`src/core/apo_pkg.sv`:
```
package apo_pkg;
    // Register indices; byte address is four times the index
    localparam logic [7:0] APO_CFG_IDX = 8'h11;
    localparam logic [7:0] APO_STAT_IDX = 8'h26;
    localparam logic [7:0] APO_CTRL_IDX = 8'h30;
    localparam logic [7:0] APO_IRQS_IDX = 8'h31;
    localparam logic [7:0] APO_IRQM_IDX = 8'h32;
    localparam logic [7:0] APO_REC_IDX = 8'h33;
    localparam logic [7:0] APO_OPT_IDX = 8'h34;
    localparam int APO_MASK_LSB = 1;
    localparam int APO_MASK_W = 11;
    localparam int APO_DLY_LSB = 12;
    localparam int APO_DLY_W = 4;
    localparam int APO_HEALTHY_BIT = 11;
    localparam logic [15:0] APO_CFG_RST = 16'h0000;
    localparam logic APO_POL_RST = 1'b1;
    localparam int APO_CLK_HZ = 250000000;
    localparam int APO_SEC_CYCLES = APO_CLK_HZ;
    localparam logic [1:0] APO_RESP_OKAY = 2'h0;
    localparam logic [1:0] APO_RESP_SLVERR = 2'h2;
    typedef struct packed {
        logic overvoltage;
        logic undervoltage;
        logic shortCircuit;
        logic excitationOvercurrent;
        logic underspeed;
        logic overspeed;
        logic underexcitation;
    } apo_alarms_t;
endpackage

```
`src/core/apo_protection_output.sv`:
```
// Operation
// - Polarity set, no enabled alarm: contact closed (transistor on).
// - Polarity set: open once enabled alarm lasts the 0-15 s delay.
// - Supply loss opens the output at once, ignoring the delay.
// - Polarity clear: open normally and unpowered, closed after delay.
// - Active alarms with enable bit zero do not affect the output.
// - Config word: alarm mask in low bits, delay seconds in bits 12-15.
// - Mask weights 2 to 128 select the seven alarms; rest unassigned.
// - Running alarm-free: healthy indication high and status bit 11 high.
// - First alarm clears healthy and bit 11, stores operation time record.
//
// The AXI4-Lite register port is this design's own decision.
`timescale 1ns/100ps
`default_nettype none
module apo_protection_output #(
    parameter int SEC_CYCLES = apo_pkg::APO_SEC_CYCLES
) (
    input wire logic mclk,
    input wire logic rst_n,
    input wire logic [31:0] s_axi_awaddr,
    input wire logic s_axi_awvalid,
    output logic s_axi_awready,
    input wire logic [31:0] s_axi_wdata,
    input wire logic [3:0] s_axi_wstrb,
    input wire logic s_axi_wvalid,
    output logic s_axi_wready,
    output logic [1:0] s_axi_bresp,
    output logic s_axi_bvalid,
    input wire logic s_axi_bready,
    input wire logic [31:0] s_axi_araddr,
    input wire logic s_axi_arvalid,
    output logic s_axi_arready,
    output logic [31:0] s_axi_rdata,
    output logic [1:0] s_axi_rresp,
    output logic s_axi_rvalid,
    input wire logic s_axi_rready,
    input wire apo_pkg::apo_alarms_t alarmIn,
    input wire logic supplyOk,
    output logic protectionOutputOn,
    output logic healthyIndication,
    output logic irq
);
    import apo_pkg::*;

    // =====================================================
    // Input synchronisers
    logic [7:0] syncA_reg, syncB_reg;
    logic [7:0] syncA_next, syncB_next;
    always_comb begin
        syncA_next = {supplyOk, alarmIn};
        syncB_next = syncA_reg;
    end
    always_ff @(posedge mclk or negedge rst_n) begin
        if (!rst_n) begin
            syncA_reg <= 8'h00;
            syncB_reg <= 8'h00;
        end else begin
            syncA_reg <= syncA_next;
            syncB_reg <= syncB_next;
        end
    end
    apo_alarms_t alarms;
    logic supplyGood;
    assign alarms = apo_alarms_t'(syncB_reg[6:0]);
    assign supplyGood = syncB_reg[7];

    // =====================================================
    // Registers and AXI4-Lite slave
    logic [15:0] cfg_reg, cfg_next;
    logic polarity_reg, polarity_next;
    logic [7:0] irqSt_reg, irqSt_next, irqMask_reg, irqMask_next;
    logic [31:0] rec_reg, rec_next, opTime_reg, opTime_next;
    logic awHeld_reg, awHeld_next, wHeld_reg, wHeld_next;
    logic [7:0] awIdx_reg, awIdx_next;
    logic [31:0] wData_reg, wData_next;
    logic [3:0] wStrb_reg, wStrb_next;
    logic bValid_reg, bValid_next, rValid_reg, rValid_next;
    logic [1:0] bResp_reg, bResp_next, rResp_reg, rResp_next;
    logic [31:0] rData_reg, rData_next;
    logic [15:0] statusWord;
    logic [10:0] enMask;
    logic [3:0] dlySec;
    logic [6:0] evtSet;
    logic doWrite;
    logic [7:0] arIdx;

    assign s_axi_awready = !awHeld_reg && !bValid_reg;
    assign s_axi_wready = !wHeld_reg && !bValid_reg;
    assign s_axi_arready = !rValid_reg;
    assign s_axi_bvalid = bValid_reg;
    assign s_axi_bresp = bResp_reg;
    assign s_axi_rvalid = rValid_reg;
    assign s_axi_rresp = rResp_reg;
    assign s_axi_rdata = rData_reg;
    assign doWrite = awHeld_reg && wHeld_reg && !bValid_reg;
    assign arIdx = s_axi_araddr[9:2];
    assign enMask = cfg_reg[APO_MASK_LSB +: APO_MASK_W];
    assign dlySec = cfg_reg[APO_DLY_LSB +: APO_DLY_W];
    assign irq = |(irqSt_reg & irqMask_reg);

    always_comb begin
        awHeld_next = awHeld_reg;
        wHeld_next = wHeld_reg;
        awIdx_next = awIdx_reg;
        wData_next = wData_reg;
        wStrb_next = wStrb_reg;
        bValid_next = bValid_reg;
        bResp_next = bResp_reg;
        rValid_next = rValid_reg;
        rResp_next = rResp_reg;
        rData_next = rData_reg;
        cfg_next = cfg_reg;
        polarity_next = polarity_reg;
        irqMask_next = irqMask_reg;
        irqSt_next = irqSt_reg;
        if (s_axi_awvalid && s_axi_awready) begin
            awHeld_next = 1'b1;
            awIdx_next = s_axi_awaddr[9:2];
        end
        if (s_axi_wvalid && s_axi_wready) begin
            wHeld_next = 1'b1;
            wData_next = s_axi_wdata;
            wStrb_next = s_axi_wstrb;
        end
        if (doWrite) begin
            awHeld_next = 1'b0;
            wHeld_next = 1'b0;
            bValid_next = 1'b1;
            bResp_next = APO_RESP_OKAY;
            if (awIdx_reg == APO_CFG_IDX) begin
                if (wStrb_reg[0]) cfg_next[7:0] = wData_reg[7:0];
                if (wStrb_reg[1]) cfg_next[15:8] = wData_reg[15:8];
            end else if (awIdx_reg == APO_CTRL_IDX) begin
                if (wStrb_reg[0]) polarity_next = wData_reg[0];
            end else if (awIdx_reg == APO_IRQS_IDX) begin
                if (wStrb_reg[0]) irqSt_next = irqSt_reg & ~wData_reg[7:0];
            end else if (awIdx_reg == APO_IRQM_IDX) begin
                if (wStrb_reg[0]) irqMask_next = wData_reg[7:0];
            end else if (awIdx_reg == APO_STAT_IDX ||
                         awIdx_reg == APO_REC_IDX ||
                         awIdx_reg == APO_OPT_IDX) begin
                bResp_next = APO_RESP_OKAY;
            end else begin
                bResp_next = APO_RESP_SLVERR;
            end
        end else if (bValid_reg && s_axi_bready) begin
            bValid_next = 1'b0;
        end
        // Set wins over a same-cycle clear
        irqSt_next = irqSt_next | {1'b0, evtSet};
        if (s_axi_arvalid && s_axi_arready) begin
            rValid_next = 1'b1;
            rResp_next = APO_RESP_OKAY;
            if (arIdx == APO_CFG_IDX) begin
                rData_next = {16'h0000, cfg_reg};
            end else if (arIdx == APO_STAT_IDX) begin
                rData_next = {16'h0000, statusWord};
            end else if (arIdx == APO_CTRL_IDX) begin
                rData_next = {31'h0, polarity_reg};
            end else if (arIdx == APO_IRQS_IDX) begin
                rData_next = {24'h000000, irqSt_reg};
            end else if (arIdx == APO_IRQM_IDX) begin
                rData_next = {24'h000000, irqMask_reg};
            end else if (arIdx == APO_REC_IDX) begin
                rData_next = rec_reg;
            end else if (arIdx == APO_OPT_IDX) begin
                rData_next = opTime_reg;
            end else begin
                rData_next = 32'h00000000;
                rResp_next = APO_RESP_SLVERR;
            end
        end else if (rValid_reg && s_axi_rready) begin
            rValid_next = 1'b0;
        end
    end

    // =====================================================
    // Alarm delay timer and output
    logic [31:0] preCnt_reg, preCnt_next;
    logic [3:0] secCnt_reg, secCnt_next;
    logic tripped_reg, tripped_next;
    logic anyAlarm_reg, anyAlarm_next;
    logic healthy_reg, healthy_next;
    logic outOn_reg, outOn_next;
    logic [10:0] activeMap;
    logic enabledActive;
    logic anyAlarm;

    // weight 2 is field bit 0 after dropping bit 0 of the word
    assign activeMap = {4'h0, alarms.underexcitation, alarms.overspeed,
                        alarms.underspeed, alarms.excitationOvercurrent,
                        alarms.shortCircuit, alarms.undervoltage,
                        alarms.overvoltage};
    assign enabledActive = |(activeMap[10:0] & enMask);
    assign anyAlarm = |activeMap;
    assign evtSet = activeMap[6:0] & ~{7{anyAlarm_reg}};
    assign statusWord = {4'h0, healthy_reg, 11'h000};
    assign healthyIndication = healthy_reg;
    assign protectionOutputOn = outOn_reg;

    always_comb begin
        preCnt_next = preCnt_reg;
        secCnt_next = secCnt_reg;
        tripped_next = tripped_reg;
        opTime_next = opTime_reg + 32'h00000001;
        rec_next = rec_reg;
        anyAlarm_next = anyAlarm;
        healthy_next = !anyAlarm;
        if (anyAlarm && !anyAlarm_reg) begin
            rec_next = opTime_reg;
        end
        if (!enabledActive) begin
            preCnt_next = 32'h00000000;
            secCnt_next = 4'h0;
            tripped_next = 1'b0;
        end else if (secCnt_reg >= dlySec) begin
            tripped_next = 1'b1;
        end else if (preCnt_reg == 32'(SEC_CYCLES - 1)) begin
            preCnt_next = 32'h00000000;
            secCnt_next = secCnt_reg + 4'h1;
        end else begin
            preCnt_next = preCnt_reg + 32'h00000001;
        end
        // High means transistor conducts (contact closed)
        if (!supplyGood) begin
            outOn_next = 1'b0;
        end else if (polarity_reg) begin
            outOn_next = !tripped_next;
        end else begin
            outOn_next = tripped_next;
        end
    end

    always_ff @(posedge mclk or negedge rst_n) begin
        if (!rst_n) begin
            awHeld_reg <= 1'b0;
            wHeld_reg <= 1'b0;
            awIdx_reg <= 8'h00;
            wData_reg <= 32'h00000000;
            wStrb_reg <= 4'h0;
            bValid_reg <= 1'b0;
            bResp_reg <= 2'h0;
            rValid_reg <= 1'b0;
            rResp_reg <= 2'h0;
            rData_reg <= 32'h00000000;
            cfg_reg <= APO_CFG_RST;
            polarity_reg <= APO_POL_RST;
            irqSt_reg <= 8'h00;
            irqMask_reg <= 8'h00;
            preCnt_reg <= 32'h00000000;
            secCnt_reg <= 4'h0;
            tripped_reg <= 1'b0;
            opTime_reg <= 32'h00000000;
            rec_reg <= 32'h00000000;
            anyAlarm_reg <= 1'b0;
            healthy_reg <= 1'b0;
            outOn_reg <= 1'b0;
        end else begin
            awHeld_reg <= awHeld_next;
            wHeld_reg <= wHeld_next;
            awIdx_reg <= awIdx_next;
            wData_reg <= wData_next;
            wStrb_reg <= wStrb_next;
            bValid_reg <= bValid_next;
            bResp_reg <= bResp_next;
            rValid_reg <= rValid_next;
            rResp_reg <= rResp_next;
            rData_reg <= rData_next;
            cfg_reg <= cfg_next;
            polarity_reg <= polarity_next;
            irqSt_reg <= irqSt_next;
            irqMask_reg <= irqMask_next;
            preCnt_reg <= preCnt_next;
            secCnt_reg <= secCnt_next;
            tripped_reg <= tripped_next;
            opTime_reg <= opTime_next;
            rec_reg <= rec_next;
            anyAlarm_reg <= anyAlarm_next;
            healthy_reg <= healthy_next;
            outOn_reg <= outOn_next;
        end
    end
endmodule
`default_nettype wire

```
`config.mk`:
```
export PLATFORM = sky130hd
export DESIGN_NAME = apo_protection_output
export DESIGN_NICKNAME = d
export VERILOG_FILES = /design/src/core/apo_pkg.sv /design/src/core/apo_protection_output.sv
export SDC_FILE = /design/constraint.sdc
export NUM_CORES = 1
export LEC_CHECK = 0
export BUFFER_PORTS_ARGS = -buffer_cell sky130_fd_sc_hd__buf_2
export CAP_MARGIN = 0
export CORE_MARGIN = 5
export CORE_UTILIZATION = 45
export DETAILED_ROUTE_END_ITERATION = 8
export GPL_TIMING_DRIVEN = 0
export HOLD_SLACK_MARGIN = 0.03
export PLACE_DENSITY = 0.69
export SYNTH_ARGS = -nofsm -noshare
export SYNTH_HDL_FRONTEND = slang
export SYNTH_SLANG_ARGS = --single-unit
export TNS_END_PERCENT = 10
```
`constraint.sdc`:
```
create_clock -name mclk -period 2.8 [get_ports mclk]
set_input_delay 0.28 -clock mclk [delete_from_list [all_inputs] [get_ports mclk]]
set_output_delay 0.28 -clock mclk [all_outputs]
set_load 0.05 [all_outputs]
```
* Word-level counts from Yosys, hierarchy flattened
Cells that the tools add are included.
Word-level totals: flip-flop bits (word level) 219, input bits 115, output and inout port bits 44, logic and storage cells 129
Operators by class: add/sub/neg operators 3, $lt $le $gt $ge 1, equality and inequality tests 17, mux-type cells 42, bitwise logic cells 10, reductions and logical operators 31
Operator list (number):
- 32-bit two-way mux | 10
- 8-bit by 6-bit == test with 1-bit output (second input constant) | 12
- 32-bit by 1-bit adder with 32-bit output (second input constant) | 2
- 8-bit two-way mux | 5
- 32-bit by 28-bit == test with 1-bit output (second input constant) | 1
- 2-bit two-way mux | 12
- 8-bit bitwise AND | 2
- 8-bit by 5-bit == test with 1-bit output (second input constant) | 2
- 1-bit two-way mux | 12
- 4-bit two-way mux | 3
- 7-bit by 11-bit bitwise AND with 11-bit output | 1
- 11-bit OR reduction | 1
- 1-bit logical AND | 10
- 8-bit NOT | 1
- 8-bit by 7-bit OR with 8-bit output | 1
- 2-bit nonzero test | 4
- 8-bit OR reduction | 1
- 7-bit bitwise AND | 1
- 1-bit logical NOT | 7
- 7-bit NOT | 1
- 7-bit OR reduction | 1
- 3-bit AND reduction | 2
- 6-bit AND reduction | 1
- 4-bit by 1-bit adder with 4-bit output (second input constant) | 1
- other kinds (7) | 10

* Depth between registers and ports, before layout
Gate-level depths: netlist of run 1.
word-level depth 8, depth in mapped cells 8, gate-level depth less buffers 7

* Worst setup path before layout of run 1
OpenSTA, ideal clock, no wires.
kind register to register, from register bValid_reg, in the netlist s_axi_bvalid, to register wData_reg[10], library setup time 125 ps, data arrival time 2580 ps, data required time 2675 ps, setup slack 95 ps, cell stages (with the launch flop) 6, path buffers 2, period minus slack after synthesis 2705 ps, cell sequence dfrtp_1 nor2_1 and2_1 clkbuf_1 buf_1 mux2_2
Between the ends: word-level cells in the longest chain between the ends 3
RTL lines:
- start: declaration | RTL line apo_protection_output.sv:77 | logic bValid_reg, bValid_next, rValid_reg, rValid_next;
- start signal: assignment | RTL line apo_protection_output.sv:264 | bValid_reg <= bValid_next;
- 1-bit logical NOT | RTL line apo_protection_output.sv:88 | assign s_axi_wready = !wHeld_reg && !bValid_reg;
- 1-bit logical AND | RTL line apo_protection_output.sv:88
- via s_axi_wready | RTL line apo_protection_output.sv:26 | output logic s_axi_wready,
- 1-bit logical AND | RTL line apo_protection_output.sv:120 | if (s_axi_wvalid && s_axi_wready) begin
- end signal: assignment | RTL line apo_protection_output.sv:262 | wData_reg <= wData_next;
- end: declaration | RTL line apo_protection_output.sv:75 | logic [31:0] wData_reg, wData_next;
The timed path passes the listed nets, and every way through them passes these cells. A chain may end at the register's enable or synchronous reset.

* Worst setup path after layout of run 1
from register cfg_reg[12], to register preCnt_reg[7]
Between the ends: word-level cells in the longest chain between the ends 2
RTL lines:
- start: declaration | RTL line apo_protection_output.sv:69 | logic [15:0] cfg_reg, cfg_next;
- start signal: assignment | RTL line apo_protection_output.sv:269 | cfg_reg <= cfg_next;
- 4-bit greater-or-equal comparator | RTL line apo_protection_output.sv:216 | end else if (secCnt_reg >= dlySec) begin
- 2-bit inequality test (no source line)
- end signal: assignment | RTL line apo_protection_output.sv:273 | preCnt_reg <= preCnt_next;
- end: declaration | RTL line apo_protection_output.sv:179 | logic [31:0] preCnt_reg, preCnt_next;
Every way passes these cells.

==> impl_metrics.csv, run 1 <==
group,metric,value,unit
logic_synthesis,synth_cells,810,
worst_setup_path,cp-end-kind,"register",
placed_design,post-dp-hpwl,15100,um
die,pin_count,159,
cells_and_area,fillCellCount,1792,
logic_synthesis,synth.top_cell.area_share,0.571,
cts,cts-root-buf,"clkbuf_16",
routing,first_pass_iters,4,
die,rows,53,
timing,rsz0062_at_grt,"false",
cells_and_area,area_growth,21.1,%
logic_synthesis,avgSynthCellArea,11.7,um2
die,start_util,0.453,
cts,cts.clk_slew.worst_paths,60,ps
cells_and_area,drive_gt1_frac,0.247,
timing,drv_slew,0,
routing,via_per_inst,5.53,
cts,clk_latency,530,ps
grt,grt_max_degree,120,
routing,num_vias,6945,
cts,clock_path_buffers,3,
grt,grt_pass1_vias,7100,
pwr,irDropWorstVdd,0.000416,V
logic_synthesis,synth_area_leaders,"dfrtp_1 57%, mux2_2 10%, a22oi_1 3.3%",
worst_hold_path,min_from,"s_axi_wdata[8]",
worst_setup_path,cp.arrival,3010,ps
cts,cts.htree.levels,1,
cells_and_area,seqCellArea,5430,um2
worst_hold_path,holdCritPathClass,"in2reg",
outcome,outcome,"completed",
worst_setup_path,path_class,"reg2reg",
pwr,finalPower,8070,uW
cts,post_cts_buffers,0,
worst_setup_path,worst_r2r_path_depth,7,
routing,drc,0,
cells_and_area,finalNetCount,1087,
timing,fin_worst_skew,25.5,ps
timing,timing.final.crit_share,0.939,
placed_design,gp_congestion,0.827,
logic_synthesis,async_flop_share,1.00,
timing,relSlewSlack,0.342,
timing,fmax,380,MHz
timing,hold_viol_final,0,
worst_setup_path,cp.required,3180,ps
logic_synthesis,ys_ff_latch,217,
routing,drtIter0Drc,476,
routing,wl_per_cell,17.8,um
grt,grt_usage,0.189,
logic_synthesis,ys_warn_count,0,
logic_synthesis,synth_top_cell_by_area,"dfrtp_1",
die,die_w,155,um
cts,cts_made_buffers,24,
worst_setup_path,reg2reg_to,"preCnt_reg[7]",
grt,overflow,0,
job,max_cap_viol_count,0,
cts,cts.sinks,217,
die,die-area,24000,um2
worst_hold_path,min_to,"wData_reg[8]",
timing,finalSetupViolations,0,
worst_setup_path,worstPathMaxFanout,10,
logic_synthesis,syn-cell-area,9470,um2
worst_setup_path,crit_path_start_kind,"register",
routing,postRouteAntennaNets,0,
pwr,p_per_area,704,nW/um2
worst_setup_path,regToRegSetupSlack,170,ps
cts,cts_tree,"yes",
cells_and_area,diodes,0,
logic_synthesis,synth-edff-count,0,
routing,routed_wl,22400,um
pwr,p_leak,0.00506,uW
cells_and_area,multi_input_area,3810,um2
die,core-area,20900,um2
logic_synthesis,ys_seq_area_frac,0.574,
die,fp.dieH,155,um
logic_synthesis,synth_most_common_cell,"dfrtp_1",
timing,tightest_slew,979,ps
logic_synthesis,ys_dominant_reg_cell,"dfrtp_1",
timing,timing.hold.ws,48.6,ps
logic_synthesis,ys_types,59,
worst_hold_path,min_path_cells,2,
worst_setup_path,r2r_start,"cfg_reg[12]",
timing,min_period,2630,ps
placed_design,port_buffers,90,
grt,grt_antenna_before_repair,0,
grt,grt_pass1_wl,37100,um
logic_synthesis,synth_commonest_cells,"216 x dfrtp_1, 84 x mux2_2, 61 x nand2_1, 51 x o21ai_0, 42 x a22oi_1",
[what timing repair did]
action,CTS,global route
setup endpoints to repair,0,5
hold buffers,37,0
endpoints found under the hold margin,153,0
gates resized for setup,0,3
[how the worst max path moves through the flow]
stage                      end  slack (ps)    startpoint  depth (start not counted)
3_3_place_gp   s_axi_rdata[18]       -2300         rst_n                          1
3_5_place_dp     preCnt_reg[7]         140   cfg_reg[12]                          7
5_1_grt         preCnt_reg[15]         0.4   cfg_reg[14]                          8
2_1_floorplan    wData_reg[10]         100  s_axi_bvalid                          5
4_1_cts          preCnt_reg[7]         140   cfg_reg[12]                          7
6_report         preCnt_reg[7]         170   cfg_reg[12]                          7
[where the power goes]
group	total, uW	internal (uW)	switching (uW)
sequential	3730	3470	262
clock	3090	1810	1280
combinational	1250	494	751
[metrics by stage]
step                      cells  area (um2)   util  TNS (ps)  worst slack (ps)
after floorplan             811        9470      -         0              95.2
after global placement     1176       10300  0.492   -493450             -2300
after detailed placement   1177       10300  0.493         0               139
after CTS                  1257       11500  0.549         0               141
after global routing       1257       11500  0.549         0             0.449
final                      1257       11500  0.549         0               171
[placed cells by master, fill, tap and decap left out, types with 24 or more instances in the layout]
cell and n:
a21oi_1 36, a22oi_1 42, buf_2 100, clkbuf_16 24, dfrtp_1 216, dlygate4sd3_1 37, mux2_2 84, nand2_1 61
nor2_1 36, o21ai_0 51, xnor2_1 24
[cell families after synthesis]
group | Yosys count | synth area share
simple gates | 226 | 0.129
mux | 85 | 0.101
other cells | 1 | 0.000396
fa+ha+maj | 7 | 0.00925
compound gates | 180 | 0.126
xor+xnor | 39 | 0.0361
flops | 217 | 0.574
buf+inv | 55 | 0.0243
[area by class of cell]
type                       instances  share of cell area
multi-input combinational        539               0.332
buffer                            37              0.0143
timing repair buffer             128              0.0749
inverter                          18             0.00589
sequential                       217               0.474
tap                              275              0.0300
clock inverter                    11             0.00949
clock buffer                      32              0.0594
[per-layer routing]
| layer | vias to the layer above | track usage | wire length, um |
|---|---|---|---|
| met4 | 0 | 0.0685 | 794 |
| met3 | 47 | 0.0259 | 954 |
| met5 | - | 0 | 0 |
| met2 | 169 | 0.314 | 10800 |
| li1 | 3288 | - | - |
| met1 | 3441 | 0.254 | 9880 |
[worst max-delay path, stage by stage (launching register included)]
cell and delay, ps:
dfrtp_1 440, ha_1 320, nand2b_4 150, a2111oi_4 470
o2111ai_1 370, nand2b_1 220, clkbuf_1 420, nor2_1 100
Note: power is estimated with default switching activity, not from simulation.
==> run 2: changes to the inputs <==
--- a/config.mk
+++ b/config.mk
@@ -9,10 +9,12 @@
 export CAP_MARGIN = 0
 export CORE_MARGIN = 5
 export CORE_UTILIZATION = 45
+export CTS_CLUSTER_SIZE = 8
 export DETAILED_ROUTE_END_ITERATION = 8
 export GPL_TIMING_DRIVEN = 0
 export HOLD_SLACK_MARGIN = 0.03
-export PLACE_DENSITY = 0.69
+export PLACE_DENSITY = 0.72
+export REMOVE_ABC_BUFFERS = 1
 export SYNTH_ARGS = -nofsm -noshare
 export SYNTH_HDL_FRONTEND = slang
 export SYNTH_SLANG_ARGS = --single-unit
==> constraint.sdc (replaced) <==
create_clock -name mclk -period 2.11 [get_ports mclk]
set_input_delay 0.211 -clock mclk [delete_from_list [all_inputs] [get_ports mclk]]
set_output_delay 0.211 -clock mclk [all_outputs]
set_load 0.05 [all_outputs]
==> impl_metrics.csv, run 2 (same netlist as run 1, synthesis figures left out) <==
group,metric,value,unit
outcome,outcome,"complete, but fails checks",
outcome,violations,"negative setup slack",
placed_design,place_area,10200,um2
placed_design,gp_congestion,0.792,
cells_and_area,finalNetCount,1091,
timing,fmax,429,MHz
worst_setup_path,worstPathMaxFanout,4,
placed_design,pre_cts_ws,-1380,ps
timing,rsz0062_at_grt,"true",
grt,overflow,0,
grt,grt_max_degree,120,
cts,cts.sinks,217,
grt,grt_pass1_wl,37700,um
timing,tightest_slew,1120,ps
cts,cts_made_buffers,31,
worst_setup_path,cp.required,2590,ps
pwr,p_leak,0.00522,uW
cts,clk_latency,550,ps
cells_and_area,area_growth,26.1,%
timing,timing.final.crit_share,1.11,
die,pin_count,159,
cells_and_area,stdcell_area,11900,um2
routing,drtIter0Drc,595,
timing,min_period,2330,ps
die,core-area,20900,um2
routing,postRouteAntennaNets,0,
placed_design,post-dp-hpwl,14100,um
routing,drc,0,
routing,routed_wl,23400,um
cells_and_area,mostFrequentLayoutCells,"216 x dfrtp_1, 89 x buf_2, 84 x mux2_2, 59 x nand2_1, 50 x o21ai_0",
pwr,irDropWorstVdd,0.000763,V
grt,grt_antenna_before_repair,1,
routing,first_pass_iters,7,
worst_hold_path,holdCritPathClass,"in2reg",
cts,cts.clk_slew.worst_paths,60,ps
timing,drv_slew,0,
timing,relSlewSlack,0.255,
worst_setup_path,cp-end-kind,"register",
cells_and_area,layout_commonest_cell,"dfrtp_1",
die,rows,53,
pwr,finalPower,11200,uW
die,die_w,155,um
cells_and_area,drive_gt1_frac,0.289,
die,start_util,0.453,
die,fp.dieH,155,um
worst_setup_path,crit_path_start_kind,"register",
cts,cts-root-buf,"clkbuf_16",
cts,cts.htree.levels,1,
routing,wl_per_cell,18.6,um
cts,cts_tree,"yes",
cells_and_area,fillCellCount,1664,
grt,grt_usage,0.190,
timing,finalSetupViolations,26,
placed_design,port_buffers,90,
die,die-area,24000,um2
timing,fin_ws,-223,ps
worst_setup_path,path_class,"reg2reg",
timing,hold_viol_final,0,
grt,grt_pass1_vias,7255,
pwr,p_per_area,939,nW/um2
worst_setup_path,cp.arrival,2820,ps
job,max_cap_viol_count,0,
cts,clock_path_buffers,3,
routing,num_vias,7221,
timing,fin_worst_skew,31.1,ps
routing,via_per_inst,5.74,
==> run 2: cell types whose count changed in the layout (fill, tap and decap cells not counted), sizes merged, moves of 3 or more <==
cell / previous run / this run
buf: 107 / 120
clkbuf: 53 / 45
clkinv: 9 / 0
dlygate4sd3: 37 / 40
==> run 2: timing repair <==
action / in CTS / in global routing
hold endpoints to repair: 137 / 0
pin swaps: 22 / 14
resized for setup: 27 / 25
endpoints found under the setup margin: 120 / 78
setup buffers: 15 / 11
hold buffers: 40 / 0
cloned: 3 / 0
==> run 2: final timing paths <==
path                            slack, ps  cells past startpoint               to             from
min in group asynchronous             260                      2   preCnt_reg[23]            rst_n
worst max register to register       -220                      9   preCnt_reg[29]    secCnt_reg[0]
worst min register to register        350                      0     syncB_reg[5]     syncA_reg[5]
worst min-delay path                  160                      5  s_axi_rdata[13]  s_axi_araddr[8]
max in group asynchronous             790                      3      rec_reg[21]            rst_n
worst max-delay path                 -220                      9   preCnt_reg[29]    secCnt_reg[0]
==> run 2: metal layers <==
metal  GRT usage  share of wire
met1       0.261           0.43
met2       0.313           0.49
met3      0.0339          0.059
met4      0.0538          0.022
met5           0              0
==> run 2: stage by stage <==
step | hold slack, ps | std cells | TNS, ps | utilization
finish | 165 | 1259 | -3600 | 0.572
global route | 199 | 1259 | -6490 | 0.572
floorplan | -84.6 | 774 | -44460 | -
global placement | 318 | 1139 | -731860 | 0.484
detailed placement | 289 | 1142 | -65760 | 0.488
CTS | 129 | 1247 | -2370 | 0.561
==> run 2: critical path: stages (launching register included) <==
cell       delay [ps]
dfrtp_1           390
inv_2              80
ha_4              190
nand2b_4          140
a2111oi_4         370
buf_4             210
buf_6             120
o31ai_4            70
or4_4             560
a21oi_2           130
==> run 2: report_power, final <==
part	total, uW	switching [uW]	internal, uW
clock	4390	1700	2690
sequential	4970	355	4610
combinational	1850	1090	763
total	11200	3150	8060
==> run 2: final cells by class <==
cell class / count / area (um2) / area share
Sequential cell: 217 / 5430 / 0.455
Multi-Input combinational cell: 541 / 4070 / 0.341
Timing Repair Buffer: 160 / 1170 / 0.0980
Clock buffer: 45 / 838 / 0.0702
Tap cell: 275 / 344 / 0.0288
Inverter: 18 / 67.6 / 0.00566
Clock inverter: 2 / 16.3 / 0.00136
Antenna cell: 1 / 2.50 / 0.000210
==> run 3: changes to the inputs <==
--- a/config.mk
+++ b/config.mk
@@ -14,6 +14,7 @@
 export GPL_TIMING_DRIVEN = 0
 export HOLD_SLACK_MARGIN = 0.03
 export PLACE_DENSITY = 0.72
+export RECOVER_POWER = 25
 export REMOVE_ABC_BUFFERS = 1
 export SYNTH_ARGS = -nofsm -noshare
 export SYNTH_HDL_FRONTEND = slang
==> constraint.sdc (replaced) <==
create_clock -name mclk -period 2.11 [get_ports mclk]
set_input_delay 0.211 -clock mclk [delete_from_list [all_inputs] [get_ports mclk]]
set_output_delay 0.211 -clock mclk [all_outputs]
set_load 0.02 [all_outputs]
==> impl_metrics.csv, run 3 (same netlist as run 1, synthesis figures left out) <==
group,metric,value,unit
outcome,outcome,"complete, but fails checks",
outcome,violations,"negative setup slack",
routing,first_pass_iters,8,
pwr,clockPowerShare,0.399,
timing,timing.hold.ws,165,ps
placed_design,pre_cts_ws,-1380,ps
cts,clk_latency,550,ps
cts,cts.clk_slew.worst_paths,60,ps
routing,postRouteAntennaNets,0,
timing,tightest_slew,1360,ps
grt,grt_pass1_vias,7255,
cts,cts_tree,"yes",
routing,via_per_inst,5.74,
pwr,power_switching,2950,uW
cts,cts_made_buffers,31,
timing,relSlewSlack,0.0960,
die,rows,53,
cts,cts-root-buf,"clkbuf_16",
grt,grt_max_degree,120,
cells_and_area,mostFrequentLayoutCells,"216 x dfrtp_1, 89 x buf_2, 84 x mux2_2, 59 x nand2_1, 50 x o21ai_0",
routing,num_vias,7224,
pwr,p_per_area,923,nW/um2
die,fp.dieH,155,um
timing,timing.final.crit_share,1.11,
cells_and_area,area_growth,26.0,%
worst_setup_path,worst-path-buf-inv,3,
timing,finalSetupViolations,26,
worst_setup_path,crit_path_start_kind,"register",
pwr,irDropWorstVdd,0.000762,V
worst_setup_path,cp-end-kind,"register",
cells_and_area,seqCellArea,5430,um2
placed_design,post-dp-hpwl,14100,um
worst_setup_path,reg2reg_to,"preCnt_reg[29]",
worst_setup_path,cp-startpoint,"secCnt_reg[0]",
cells_and_area,drive_gt1_frac,0.289,
worst_setup_path,worst_r2r_path_depth,9,
pwr,finalPower,11000,uW
cells_and_area,layout_commonest_cell,"dfrtp_1",
cts,cts.sinks,217,
worst_hold_path,holdCritPathClass,"in2reg",
cts,cts.htree.levels,1,
worst_setup_path,cp.arrival,2820,ps
cells_and_area,final_util,0.571,
die,core-area,20900,um2
worst_setup_path,r2r_start,"secCnt_reg[0]",
placed_design,place_area,10200,um2
pwr,power_frac_seq,0.451,
cts,clock_path_buffers,3,
routing,drtIter0Drc,595,
die,die-area,24000,um2
timing,fin_worst_skew,30.5,ps
grt,grt_antenna_before_repair,1,
routing,drc,0,
cells_and_area,finalNetCount,1091,
placed_design,gp_congestion,0.792,
worst_setup_path,endpoint,"preCnt_reg[29]",
timing,fmax,429,MHz
timing,rsz0062_at_grt,"true",
worst_setup_path,cp.required,2590,ps
worst_setup_path,path_class,"reg2reg",
worst_setup_path,cp.depth,9,
die,start_util,0.453,
timing,drv_slew,0,
worst_setup_path,worstPathMaxFanout,4,
timing,hold_viol_final,0,
routing,routed_wl,23400,um
pwr,power_frac_comb,0.151,
grt,grt_pass1_wl,37700,um
timing,min_period,2330,ps
placed_design,port_buffers,90,
job,max_cap_viol_count,0,
cells_and_area,multi_input_area,4070,um2
die,die_w,155,um
routing,wl_per_cell,18.6,um
worst_setup_path,crit_family,"simple AND/OR/NAND/NOR gates",
timing,fin_ws,-223,ps
grt,overflow,0,
pwr,p_leak,0.00522,uW
cells_and_area,fillCellCount,1666,
pwr,p_sw_frac,0.268,
grt,grt_usage,0.190,
die,pin_count,159,
worst_setup_path,regToRegSetupSlack,-220,ps
worst_setup_path,crit_path_cell_trace,"inv_2, ha_4, nand2b_4, a2111oi_4, buf_4, buf_6, o31ai_4, or4_4, a21oi_2",
cells_and_area,stdcell_area,11900,um2
worst_setup_path,critPathSlowestCell,"or4_4",
pwr,p_int,8060,uW
worst_setup_path,cpPeakStageDelay,560,ps
## run 3: worst min-delay path by stage
| stage | endpoint | slack (ps) | depth (start not counted) | startpoint |
|---|---|---|---|---|
| 6_report | s_axi_rdata[13] | 160 | 5 | s_axi_araddr[8] |
| 5_1_grt | s_axi_rdata[13] | 200 | 5 | s_axi_araddr[8] |
| 4_1_cts | s_axi_rdata[13] | 130 | 5 | s_axi_araddr[5] |
| 3_5_place_dp | preCnt_reg[23] | 290 | 1 | rst_n |
| 3_3_place_gp | syncA_reg[2] | 320 | 1 | alarmIn[2] |
| 2_1_floorplan | anyAlarm_reg | -80 | 0 | rst_n |
## run 3: what timing repair did
item,4_1_cts,5_1_grt
hold buffers,40,0
endpoints found under the setup margin,120,78
resized for setup,27,25
hold endpoints to repair,137,0
setup buffers,15,11
pin swaps,22,14
cloned,3,0
## run 3: power groups by stage
stage	Combinational (uW)	Clock, uW	Sequential, uW
finish	1660	4390	4970
global route	1790	4650	5030
CTS	1540	4470	4960
detailed placement	1350	0	5020
global placement	1310	0	5000
floorplan	853	0	4960
## run 3: cell type report
cell class	instances	area share
Timing Repair Buffer	160	0.0974
Sequential cell	217	0.455
Clock inverter	2	0.00136
Clock buffer	45	0.0703
Multi-Input combinational cell	541	0.341
Antenna cell	1	0.000210
Tap cell	275	0.0288
Inverter	18	0.00566
## run 3: through the flow
stage	std cells	setup TNS [ps]
6_report	1259	-3600
3_5_place_dp	1142	-65760
4_1_cts	1247	-2370
5_1_grt	1259	-6490
3_3_place_gp	1139	-731860
2_1_floorplan	774	-31420
## run 3: worst reg2reg max path: stages, from the launching register on
cell	delay [ps]
dfrtp_1	390
inv_2	80
ha_4	190
nand2b_4	140
a2111oi_4	370
buf_4	210
buf_6	120
o31ai_4	70
or4_4	560
a21oi_2	130
## run 3: routing by layer
metal  GRT usage  vias up  routed length, um
met5           0        -                  0
met4      0.0538        0                537
met3      0.0339       50               1320
met2       0.313      240              11400
met1       0.261     3642              10100
li1            -     3292                  -
